[config.mk]
export PLATFORM = sky130hd
export DESIGN_NAME = atc_converter_ctrl
export DESIGN_NICKNAME = d
export VERILOG_FILES = /design/src/include/atc_pkg.sv /design/src/include/atc_stream_if.sv /design/src/verilog/atc_converter_ctrl.sv /design/src/verilog/atc_fifo.sv
export VERILOG_INCLUDE_DIRS = /design/src /design/src/include
export SDC_FILE = /design/constraint.sdc
export NUM_CORES = 1
export LEC_CHECK = 0
export ABC_AREA = 1
export BUFFER_PORTS_ARGS = -buffer_cell sky130_fd_sc_hd__buf_2
export CELL_PAD_IN_SITES_DETAIL_PLACEMENT = 0
export CELL_PAD_IN_SITES_GLOBAL_PLACEMENT = 1
export CORE_AREA = 2 2 209 149
export DETAILED_ROUTE_END_ITERATION = 10
export DIE_AREA = 0 0 211 151
export HOLD_SLACK_MARGIN = 0.15
export PLACE_DENSITY = 0.88
export SLEW_MARGIN = 25
export SYNTH_ARGS = -nofsm -noshare
export SYNTH_HDL_FRONTEND = slang
export SYNTH_HIERARCHICAL = 1
export SYNTH_SLANG_ARGS = --single-unit
[constraint.sdc]
create_clock -name mclk_in -period 3.1 [get_ports mclk_in]
set_input_delay 0.155 -clock mclk_in [delete_from_list [all_inputs] [get_ports mclk_in]]
set_output_delay 0.155 -clock mclk_in [all_outputs]
set_load 0.01 [all_outputs]
[src/include/atc_defines.svh]
`ifndef ATC_DEFINES_SVH
`define ATC_DEFINES_SVH

// ----------------------------------------
// register offsets (byte addresses)
// ----------------------------------------
`define ATC_ADDR_W 6
`define ATC_OFF_PACER_LO 6'h04
`define ATC_OFF_PACER_HI 6'h08
`define ATC_OFF_AD_DATA 6'h10
`define ATC_OFF_DAC_FIRST 6'h10
`define ATC_OFF_DAC_SECOND 6'h14
`define ATC_OFF_CTRL 6'h18
`define ATC_OFF_KICK 6'h20

// ----------------------------------------
// control and status fields
// ----------------------------------------
`define ATC_CTRL_W 13
`define ATC_BIT_DMA 0
`define ATC_BIT_INT 1
`define ATC_BIT_INTERNAL_TRIGGER_SELECT 2
`define ATC_BIT_TRIGGER_SOURCE_SELECT 3
`define ATC_BIT_SCAN 4
`define ATC_MUX_LSB 5
`define ATC_MUX_MSB 8
`define ATC_GAIN_LSB 9
`define ATC_GAIN_MSB 12
`define ATC_STAT_DONE 0
`define ATC_STAT_OVR 1
`define ATC_CHAN_W 4

// ----------------------------------------
// reset values and timing
// ----------------------------------------
`define ATC_CTRL_RST 13'h0000
`define ATC_PACER_RST 16'h0002
`define ATC_CLK_PERIOD_NS 8
`define ATC_CONV_MAX_NS 8000
`define ATC_CONV_CYCLES (`ATC_CONV_MAX_NS / `ATC_CLK_PERIOD_NS)

`endif

[src/include/atc_pkg.sv]
package atc_pkg;
    // conversion sequencer states
    typedef enum logic [0:0]
    {
        ATC_IDLE = 1'b0,
        ATC_CONV = 1'b1
    } atc_state_e;

    typedef logic [3:0] atc_chan_t;
endpackage

[src/include/atc_stream_if.sv]
`timescale 1ns/1ns
// result stream between the sequencer and its queue
interface atc_stream_if #(parameter int W = 16);
    logic [W-1:0] in_data;
    logic in_valid;
    logic in_ready;
    logic [W-1:0] out_data;
    logic out_valid;
    logic out_ready;
    modport source (output in_data, output in_valid, input in_ready,
                    input out_data, input out_valid, output out_ready);
    modport store (input in_data, input in_valid, output in_ready,
                   output out_data, output out_valid, input out_ready);
endinterface

[src/verilog/atc_converter_ctrl.sv]
`timescale 1ns/1ns
`include "atc_defines.svh"

module atc_converter_ctrl
    import atc_pkg::*;
#(
    parameter int CODE_W = 12,
    parameter int PACER_W = 16,
    parameter int FIFO_DEPTH = 8
)
(
    input wire logic mclk_in,
    input wire logic reset_in,
    input wire logic [`ATC_ADDR_W-1:0] addr_in,
    input wire logic wr_in,
    input wire logic rd_in,
    input wire logic [31:0] wdata_in,
    output logic [31:0] rdata_out,
    input wire logic external_trigger_input_in,
    input wire logic [CODE_W-1:0] adc_code_in,
    output logic adc_start_out,
    output logic [`ATC_CHAN_W-1:0] chan_sel_out,
    output logic [3:0] gain_out,
    output logic irq_out,
    output logic dma_valid_out,
    output logic [CODE_W+`ATC_CHAN_W-1:0] dma_data_out,
    input wire logic dma_ready_in,
    output logic [CODE_W-1:0] analog_out_first_out,
    output logic [CODE_W-1:0] analog_out_second_out
);
    localparam int RES_W = CODE_W + `ATC_CHAN_W;
    localparam int CONV_CW = $clog2(`ATC_CONV_CYCLES);

    // ----------------------------------------
    // state
    // ----------------------------------------
    logic [`ATC_CTRL_W-1:0] ctrl, next_ctrl;
    logic [PACER_W-1:0] pacer_lo, pacer_hi, next_pacer_lo, next_pacer_hi;
    logic [PACER_W-1:0] cnt_lo, cnt_hi, next_cnt_lo, next_cnt_hi;
    atc_state_e state, next_state;
    logic [CONV_CW-1:0] conv_cnt, next_conv_cnt;
    logic conversion_done_flag, next_done;
    logic overrun_flag, next_ovr;
    logic [RES_W-1:0] result, next_result;
    atc_chan_t chan, next_chan;
    logic [CODE_W-1:0] dac_first, dac_second, next_dac_first, next_dac_second;
    logic [31:0] rdata, next_rdata;
    logic irq, next_irq, start, next_start;
    logic ext_s1, ext_s2, ext_s3;

    // ----------------------------------------
    // decode
    // ----------------------------------------
    logic ctrl_wr, kick_wr, low_rd, ext_edge, sw_trig, pacer_trig;
    logic trig, legal, pacer_mode, conv_end, push_valid, push_ready;
    logic trigger_source_select, internal_trigger_select;
    logic interrupt_transfer_enable, bus_master_transfer_enable;

    // only six pairings of trigger and transfer are accepted
    function automatic logic mode_legal(input logic [3:0] m);
        if (m[3])
            return (m[1:0] != 2'b11);
        else if (m[2])
            return (m[1:0] == 2'b01) || (m[1:0] == 2'b10);
        else
            return (m[1:0] == 2'b00);
    endfunction

    assign trigger_source_select = ctrl[`ATC_BIT_TRIGGER_SOURCE_SELECT];
    assign internal_trigger_select = ctrl[`ATC_BIT_INTERNAL_TRIGGER_SELECT];
    assign interrupt_transfer_enable = ctrl[`ATC_BIT_INT];
    assign bus_master_transfer_enable = ctrl[`ATC_BIT_DMA];
    assign legal = mode_legal(ctrl[`ATC_BIT_TRIGGER_SOURCE_SELECT:`ATC_BIT_DMA]);

    assign ctrl_wr = wr_in && (addr_in == `ATC_OFF_CTRL);
    assign kick_wr = wr_in && (addr_in == `ATC_OFF_KICK);
    assign low_rd = rd_in && (addr_in == `ATC_OFF_AD_DATA);

    // the second flop only feeds the third and the edge gate
    assign ext_edge = ext_s2 && !ext_s3;

    // three sources from two select bits; external masks both internal
    assign pacer_mode = !trigger_source_select && internal_trigger_select;
    assign sw_trig = kick_wr && !trigger_source_select && !internal_trigger_select;
    assign pacer_trig = pacer_mode && (cnt_lo == PACER_W'(1)) && (cnt_hi == PACER_W'(1));
    always_comb
    begin
        if (trigger_source_select)
            trig = ext_edge;
        else
            trig = sw_trig || pacer_trig;
        // a trigger while busy is dropped, never restarts the converter
        trig = trig && legal && (state == ATC_IDLE);
    end

    // done must already show at the edge that closes the allowed span, so end one cycle early
    assign conv_end = (state == ATC_CONV) && (conv_cnt == CONV_CW'(`ATC_CONV_CYCLES - 2));
    assign push_valid = conv_end && bus_master_transfer_enable;

    // ----------------------------------------
    // result queue
    // ----------------------------------------
    atc_stream_if #(.W(RES_W)) strm ();

    assign strm.in_valid = push_valid;
    assign strm.in_data = {chan, adc_code_in};
    assign strm.out_ready = dma_ready_in;
    assign push_ready = strm.in_ready;
    assign dma_valid_out = strm.out_valid;
    assign dma_data_out = strm.out_data;

    atc_fifo #(.W(RES_W), .DEPTH(FIFO_DEPTH)) u_fifo
    (
        .mclk_in(mclk_in),
        .reset_in(reset_in),
        .s(strm.store)
    );

    // ----------------------------------------
    // next values
    // ----------------------------------------
    always_comb
    begin
        next_ctrl = ctrl_wr ? wdata_in[`ATC_CTRL_W-1:0] : ctrl;
        next_pacer_lo = pacer_lo;
        next_pacer_hi = pacer_hi;
        next_cnt_lo = cnt_lo;
        next_cnt_hi = cnt_hi;
        next_state = state;
        next_conv_cnt = conv_cnt;
        next_done = conversion_done_flag;
        next_ovr = overrun_flag;
        next_result = result;
        next_chan = chan;
        next_dac_first = dac_first;
        next_dac_second = dac_second;
        next_rdata = rdata;
        next_irq = conv_end && interrupt_transfer_enable;
        next_start = trig;

        // pacer divisors; a write restarts the chain
        if (wr_in && (addr_in == `ATC_OFF_PACER_LO))
            next_pacer_lo = wdata_in[PACER_W-1:0];
        if (wr_in && (addr_in == `ATC_OFF_PACER_HI))
            next_pacer_hi = wdata_in[PACER_W-1:0];

        // lower counter divides the clock, upper divides its wraps
        if (!pacer_mode || wr_in)
        begin
            next_cnt_lo = next_pacer_lo;
            next_cnt_hi = next_pacer_hi;
        end
        else if (cnt_lo == PACER_W'(1))
        begin
            next_cnt_lo = pacer_lo;
            next_cnt_hi = (cnt_hi == PACER_W'(1)) ? pacer_hi : cnt_hi - 1'b1;
        end
        else
            next_cnt_lo = cnt_lo - 1'b1;

        // two independent twelve-bit outputs
        if (wr_in && (addr_in == `ATC_OFF_DAC_FIRST))
            next_dac_first = wdata_in[CODE_W-1:0];
        if (wr_in && (addr_in == `ATC_OFF_DAC_SECOND))
            next_dac_second = wdata_in[CODE_W-1:0];

        // channel 0..15; single-ended or differential is a jumper matter
        if (ctrl_wr)
            next_chan = wdata_in[`ATC_MUX_MSB:`ATC_MUX_LSB];
        else if (conv_end)
        begin
            if (ctrl[`ATC_BIT_SCAN] && (chan != '0))
                next_chan = chan - 1'b1;
            else
                next_chan = ctrl[`ATC_MUX_MSB:`ATC_MUX_LSB];
        end

        // sequencer
        case (state)
            ATC_IDLE:
            begin
                next_conv_cnt = '0;
                if (trig)
                    next_state = ATC_CONV;
            end
            ATC_CONV:
            begin
                next_conv_cnt = conv_cnt + 1'b1;
                if (conv_end)
                begin
                    next_state = ATC_IDLE;
                    next_result = {chan, adc_code_in};
                end
            end
            default:
                next_state = ATC_IDLE;
        endcase

        // done flag: cleared by start or low-byte read, completion wins
        if (trig || low_rd)
            next_done = 1'b0;
        if (conv_end)
            next_done = 1'b1;

        // overrun: queue full at completion; control write clears, set wins
        if (ctrl_wr)
            next_ovr = 1'b0;
        if (push_valid && !push_ready)
            next_ovr = 1'b1;

        // read data is registered and holds until the next read
        if (rd_in)
        begin
            if (addr_in == `ATC_OFF_CTRL)
            begin
                next_rdata = '0;
                next_rdata[`ATC_STAT_DONE] = conversion_done_flag;
                next_rdata[`ATC_STAT_OVR] = overrun_flag;
            end
            else if (addr_in == `ATC_OFF_AD_DATA)
                next_rdata = {{(32 - RES_W){1'b0}}, result};
            else
                next_rdata = '0;
        end
    end

    // ----------------------------------------
    // registers
    // ----------------------------------------
    always_ff @(posedge mclk_in)
    begin
        if (reset_in)
        begin
            ctrl <= `ATC_CTRL_RST;
            pacer_lo <= `ATC_PACER_RST;
            pacer_hi <= `ATC_PACER_RST;
            cnt_lo <= `ATC_PACER_RST;
            cnt_hi <= `ATC_PACER_RST;
            state <= ATC_IDLE;
            conv_cnt <= '0;
            conversion_done_flag <= 1'b0;
            overrun_flag <= 1'b0;
            result <= '0;
            chan <= '0;
            dac_first <= '0;
            dac_second <= '0;
            rdata <= '0;
            irq <= 1'b0;
            start <= 1'b0;
            ext_s1 <= 1'b0;
            ext_s2 <= 1'b0;
            ext_s3 <= 1'b0;
        end
        else
        begin
            ctrl <= next_ctrl;
            pacer_lo <= next_pacer_lo;
            pacer_hi <= next_pacer_hi;
            cnt_lo <= next_cnt_lo;
            cnt_hi <= next_cnt_hi;
            state <= next_state;
            conv_cnt <= next_conv_cnt;
            conversion_done_flag <= next_done;
            overrun_flag <= next_ovr;
            result <= next_result;
            chan <= next_chan;
            dac_first <= next_dac_first;
            dac_second <= next_dac_second;
            rdata <= next_rdata;
            irq <= next_irq;
            start <= next_start;
            ext_s1 <= external_trigger_input_in;
            ext_s2 <= ext_s1;
            ext_s3 <= ext_s2;
        end
    end

    assign rdata_out = rdata;
    assign adc_start_out = start;
    assign irq_out = irq;
    assign chan_sel_out = chan;
    assign gain_out = ctrl[`ATC_GAIN_MSB:`ATC_GAIN_LSB];
    assign analog_out_first_out = dac_first;
    assign analog_out_second_out = dac_second;

    // ----------------------------------------
    // checks
    // ----------------------------------------
    localparam int AST_CONV_MAX = `ATC_CONV_CYCLES;
endmodule

[src/verilog/atc_fifo.sv]
`timescale 1ns/1ns
module atc_fifo
#(
    parameter int W = 16,
    parameter int DEPTH = 8
)
(
    input wire logic mclk_in,
    input wire logic reset_in,
    atc_stream_if.store s
);
    localparam int AW = $clog2(DEPTH);

    logic [W-1:0] mem [DEPTH];
    logic [AW-1:0] wr_ptr, rd_ptr, next_wr_ptr, next_rd_ptr;
    logic [AW:0] count, next_count;
    logic push, pop;

    function automatic logic [AW-1:0] wrap_inc(input logic [AW-1:0] p);
        if (p == AW'(DEPTH - 1))
            return '0;
        return p + 1'b1;
    endfunction

    // ----------------------------------------
    // handshake and pointers
    // ----------------------------------------
    // ready drops at full so the sequencer sees back-pressure
    assign s.in_ready = (count != (AW + 1)'(DEPTH));
    assign s.out_valid = (count != '0);
    assign s.out_data = mem[rd_ptr];
    assign push = s.in_valid && s.in_ready;
    assign pop = s.out_valid && s.out_ready;

    always_comb
    begin
        next_wr_ptr = push ? wrap_inc(wr_ptr) : wr_ptr;
        next_rd_ptr = pop ? wrap_inc(rd_ptr) : rd_ptr;
        next_count = count;
        if (push && !pop)
            next_count = count + 1'b1;
        else if (pop && !push)
            next_count = count - 1'b1;
    end

    // storage is not reset; count alone says what is valid
    always_ff @(posedge mclk_in)
    begin
        if (reset_in)
        begin
            wr_ptr <= '0;
            rd_ptr <= '0;
            count <= '0;
        end
        else
        begin
            wr_ptr <= next_wr_ptr;
            rd_ptr <= next_rd_ptr;
            count <= next_count;
        end
        if (push)
            mem[wr_ptr] <= s.in_data;
    end
endmodule

==> impl_metrics.py <==
metrics = {
    "sta": {
        "layout_min_cycle_time_ps": 2669,
        "fin_crit_sh_pct": 86.11,
        "finalSetupTns_ps": 0,
        "relSlewSlack_pct": 50.10,
        "finalSetupViolations": 0,
        "fmax_ghz": 0.3746,
        "skew_ps": 16.29,
        "tightest_slew_ps": 747.7,
        "final_max_slew_viol_count": 0,
        "hold_viol": 0,
        "rsz0062_at_grt": "false",
    },
    "synthesis": {
        "ys_types": 40,
        "synth_warnings": 6,
        "yosysTopAreaCellShare_pct": 29.51,
        "yosysTopAreaCell": "edfxtp_1",
        "async_flop_share_pct": 0,
        "netlist_top_cells_area": "edfxtp_1 (30%), dfxtp_1 (26%), nor2_1 (8.9%), nand2_1 (8.7%), o21ai_0 (3.5%)",
        "ys_dominant_reg_cell": "dfxtp_1",
        "yosysSeqAreaShare_pct": 55.34,
        "avgSynthCellArea_um2": 8.343,
        "ys_ff_latch": 296,
        "syn-cell-area_um2": 13020,
        "synth_cells": 1561,
        "synth_edf_count": 128,
    },
    "critical_path": {
        "r2r_start": "conv_cnt[0]",
        "ff2ff_setup_slack_ps": 540,
        "cp-end-kind": "primary output",
        "r2r-end": "u_fifo/count[3]",
        "start_kind": "flop",
        "crit_arrival_ps": 2510,
        "worst-setup-path-type": "flop to primary output",
        "worst_ep_required_time_ps": 2940,
        "reg2reg_depth": 16,
        "path_max_fanout": 44,
    },
    "final_layout": {
        "final_cell_mix": "nor2_1 (309), nand2_1 (301), dfxtp_1 (167)",
        "mostFrequentLayoutCell": "nor2_1",
        "final_util_pct": 50.95,
        "drive_above_1_share_pct": 12.47,
        "area_delta_synth_final_pct": 16.48,
        "nFillCells": 2758,
        "fin_nets": 1766,
    },
    "drt": {
        "route.detailed.drc": 0,
        "drt_wl_total_mm": 33.62,
        "vias": 10710,
        "first_pass_iters": 8,
        "ant_nets": 0,
        "wl_per_cell_um": 15.99,
        "viasPerCell": 5.096,
        "drtIter0Drc": 827,
    },
    "clocking": {
        "cts_buffers": 29,
        "clk_pin_slew_ps": 70,
        "cts_tree": "built",
        "clock_latency_ps": 580,
        "cts_htree_levels": 1,
        "clk_path_buf_depth": 3,
        "cts_sinks": 296,
        "postCtsSetupBuffers": 0,
        "cts_root_buf": "clkbuf_16",
    },
    "floorplanning": {
        "die_y_um": 151,
        "die_area_um2": 31860,
        "io-pin-count": 139,
        "rows": 53,
        "core_area_um2": 29770,
        "die_x_um": 211,
        "start_util_pct": 43.74,
    },
    "grt": {
        "grt_antenna_before_repair": 1,
        "grt_usage_pct": 20.81,
        "grt_pass1_vias": 9588,
        "grt_overflow": 0,
        "grt_max_degree": 65,
        "grt_pass1_wl_mm": 52.16,
    },
    "hold_path": {
        "hp-start": "wr_in",
        "hold_class": "input port to flop",
        "min_to": "analog_out_first_out[9]",
        "min_path_cells": 5,
    },
    "pwr": {
        "powerDensity_nw_per_um2": 638.6,
        "power.leakage_nw": 6.225,
        "vdd_drop_max_uv": 334.9,
    },
    "flow_run": {
        "maxCapViolations": 0,
    },
    "status": {
        "status": "finished clean",
    },
    "placed_design": {
        "hpwlAfterDp_mm": 22.06,
        "numPortBuffers": 106,
        "globalplace.congestion": 0.9039,
    },
}
[layer usage]
metal  share of wire (%)  routed length, um  track usage (%)  vias up
li1                    -                  -                -     5340
met1                  49              16500            31.17     5010
met2                  43              14430            31.23      325
met3                 6.7               2249            4.126       36
met4                 1.3                444            4.190        0
met5                   0                  0                0        -
[area by class of cell]
cell class / count / area (um2) / area share, %
Multi-Input combinational cell: 1061 / 4882 / 32.18
Inverter: 135 / 506.7 / 3.340
Antenna cell: 1 / 2.502 / 0.01650
Tap cell: 385 / 481.7 / 3.176
Clock inverter: 20 / 217.7 / 1.435
Timing Repair Buffer: 170 / 1116 / 7.357
Clock buffer: 34 / 754.5 / 4.974
Sequential cell: 296 / 7208 / 47.52
[logic make-up after synthesis]
group | share of synthesized area [%]
AND/OR/NAND/NOR | 23.10
buffers and inverters | 7.628
adder cells (fa/ha/maj) | 1.691
XOR/XNOR | 0.6725
flip-flops | 55.34
AO/OA/AOI/OAI | 11.54
other | 0.02879
[how the worst max path moves through the flow]
stage,endpoint,slack [ps]
after global placement,u_fifo/count[3],570
after detailed placement,u_fifo/count[3],560
after floorplan,u_fifo/mem[0][0],650
after global routing,dma_data_out[15],260
final,dma_data_out[15],430
after CTS,dma_data_out[12],440
[critical path: stages (launching register included)]
cell	delay [ps]
dfxtp_2	320
inv_1	540
buf_4	540
o21ai_0	170
nand2_1	90
nand2_1	40
nand2_1	90
buf_2	130
[flip-flops by register name (all words and copies together), names as in the netlist, 3 cells and up, named ones only]
register / cells
u_fifo/rd_ptr: 3
cnt_hi: 16
pacer_lo: 16
analog_out_first_out: 12
cnt_lo: 16
result: 16
chan_sel_out: 4
u_fifo/count: 4
u_fifo/mem: 128
conv_cnt: 10
analog_out_second_out: 12
pacer_hi: 16
rdata_out: 16
u_fifo/wr_ptr: 3
ctrl: 13
[stage by stage]
step	power (mW)	area, um2	std cells	hold slack, ps	worst slack (ps)
after CTS	9.739	15160	2101	228.2	436.4
after detailed placement	6.107	13780	2006	383.6	557.9
after floorplan	5.595	13080	1576	224.1	651.1
after global placement	6.081	13780	2006	370.2	571.7
final	9.688	15170	2102	267.2	430.5
after global routing	10.13	15170	2102	300.6	264.3
[cells in the mapped netlist (all sizes together) (12+ instances only)]
library cell / count
ha: 16
clkbuf: 24
buf: 60
edfxtp: 128
a21oi: 85
o21ai: 166
inv: 134
nand3: 83
nand2: 307
dfxtp: 168
nor2: 313
o211ai: 12
[power by group]
group / internal, mW / switching [mW] / total [mW]
clock: 2.08 / 1.54 / 3.62
combinational: 0.620 / 1.26 / 1.88
sequential: 4.13 / 0.0564 / 4.18
[what timing repair did]
item                       in CTS  in global routing
hold endpoints to repair      228                  0
setup endpoints to repair       0                  0
hold buffers                   41                  0
resized for setup               0                  0
Power figures use the tool's default switching activity.
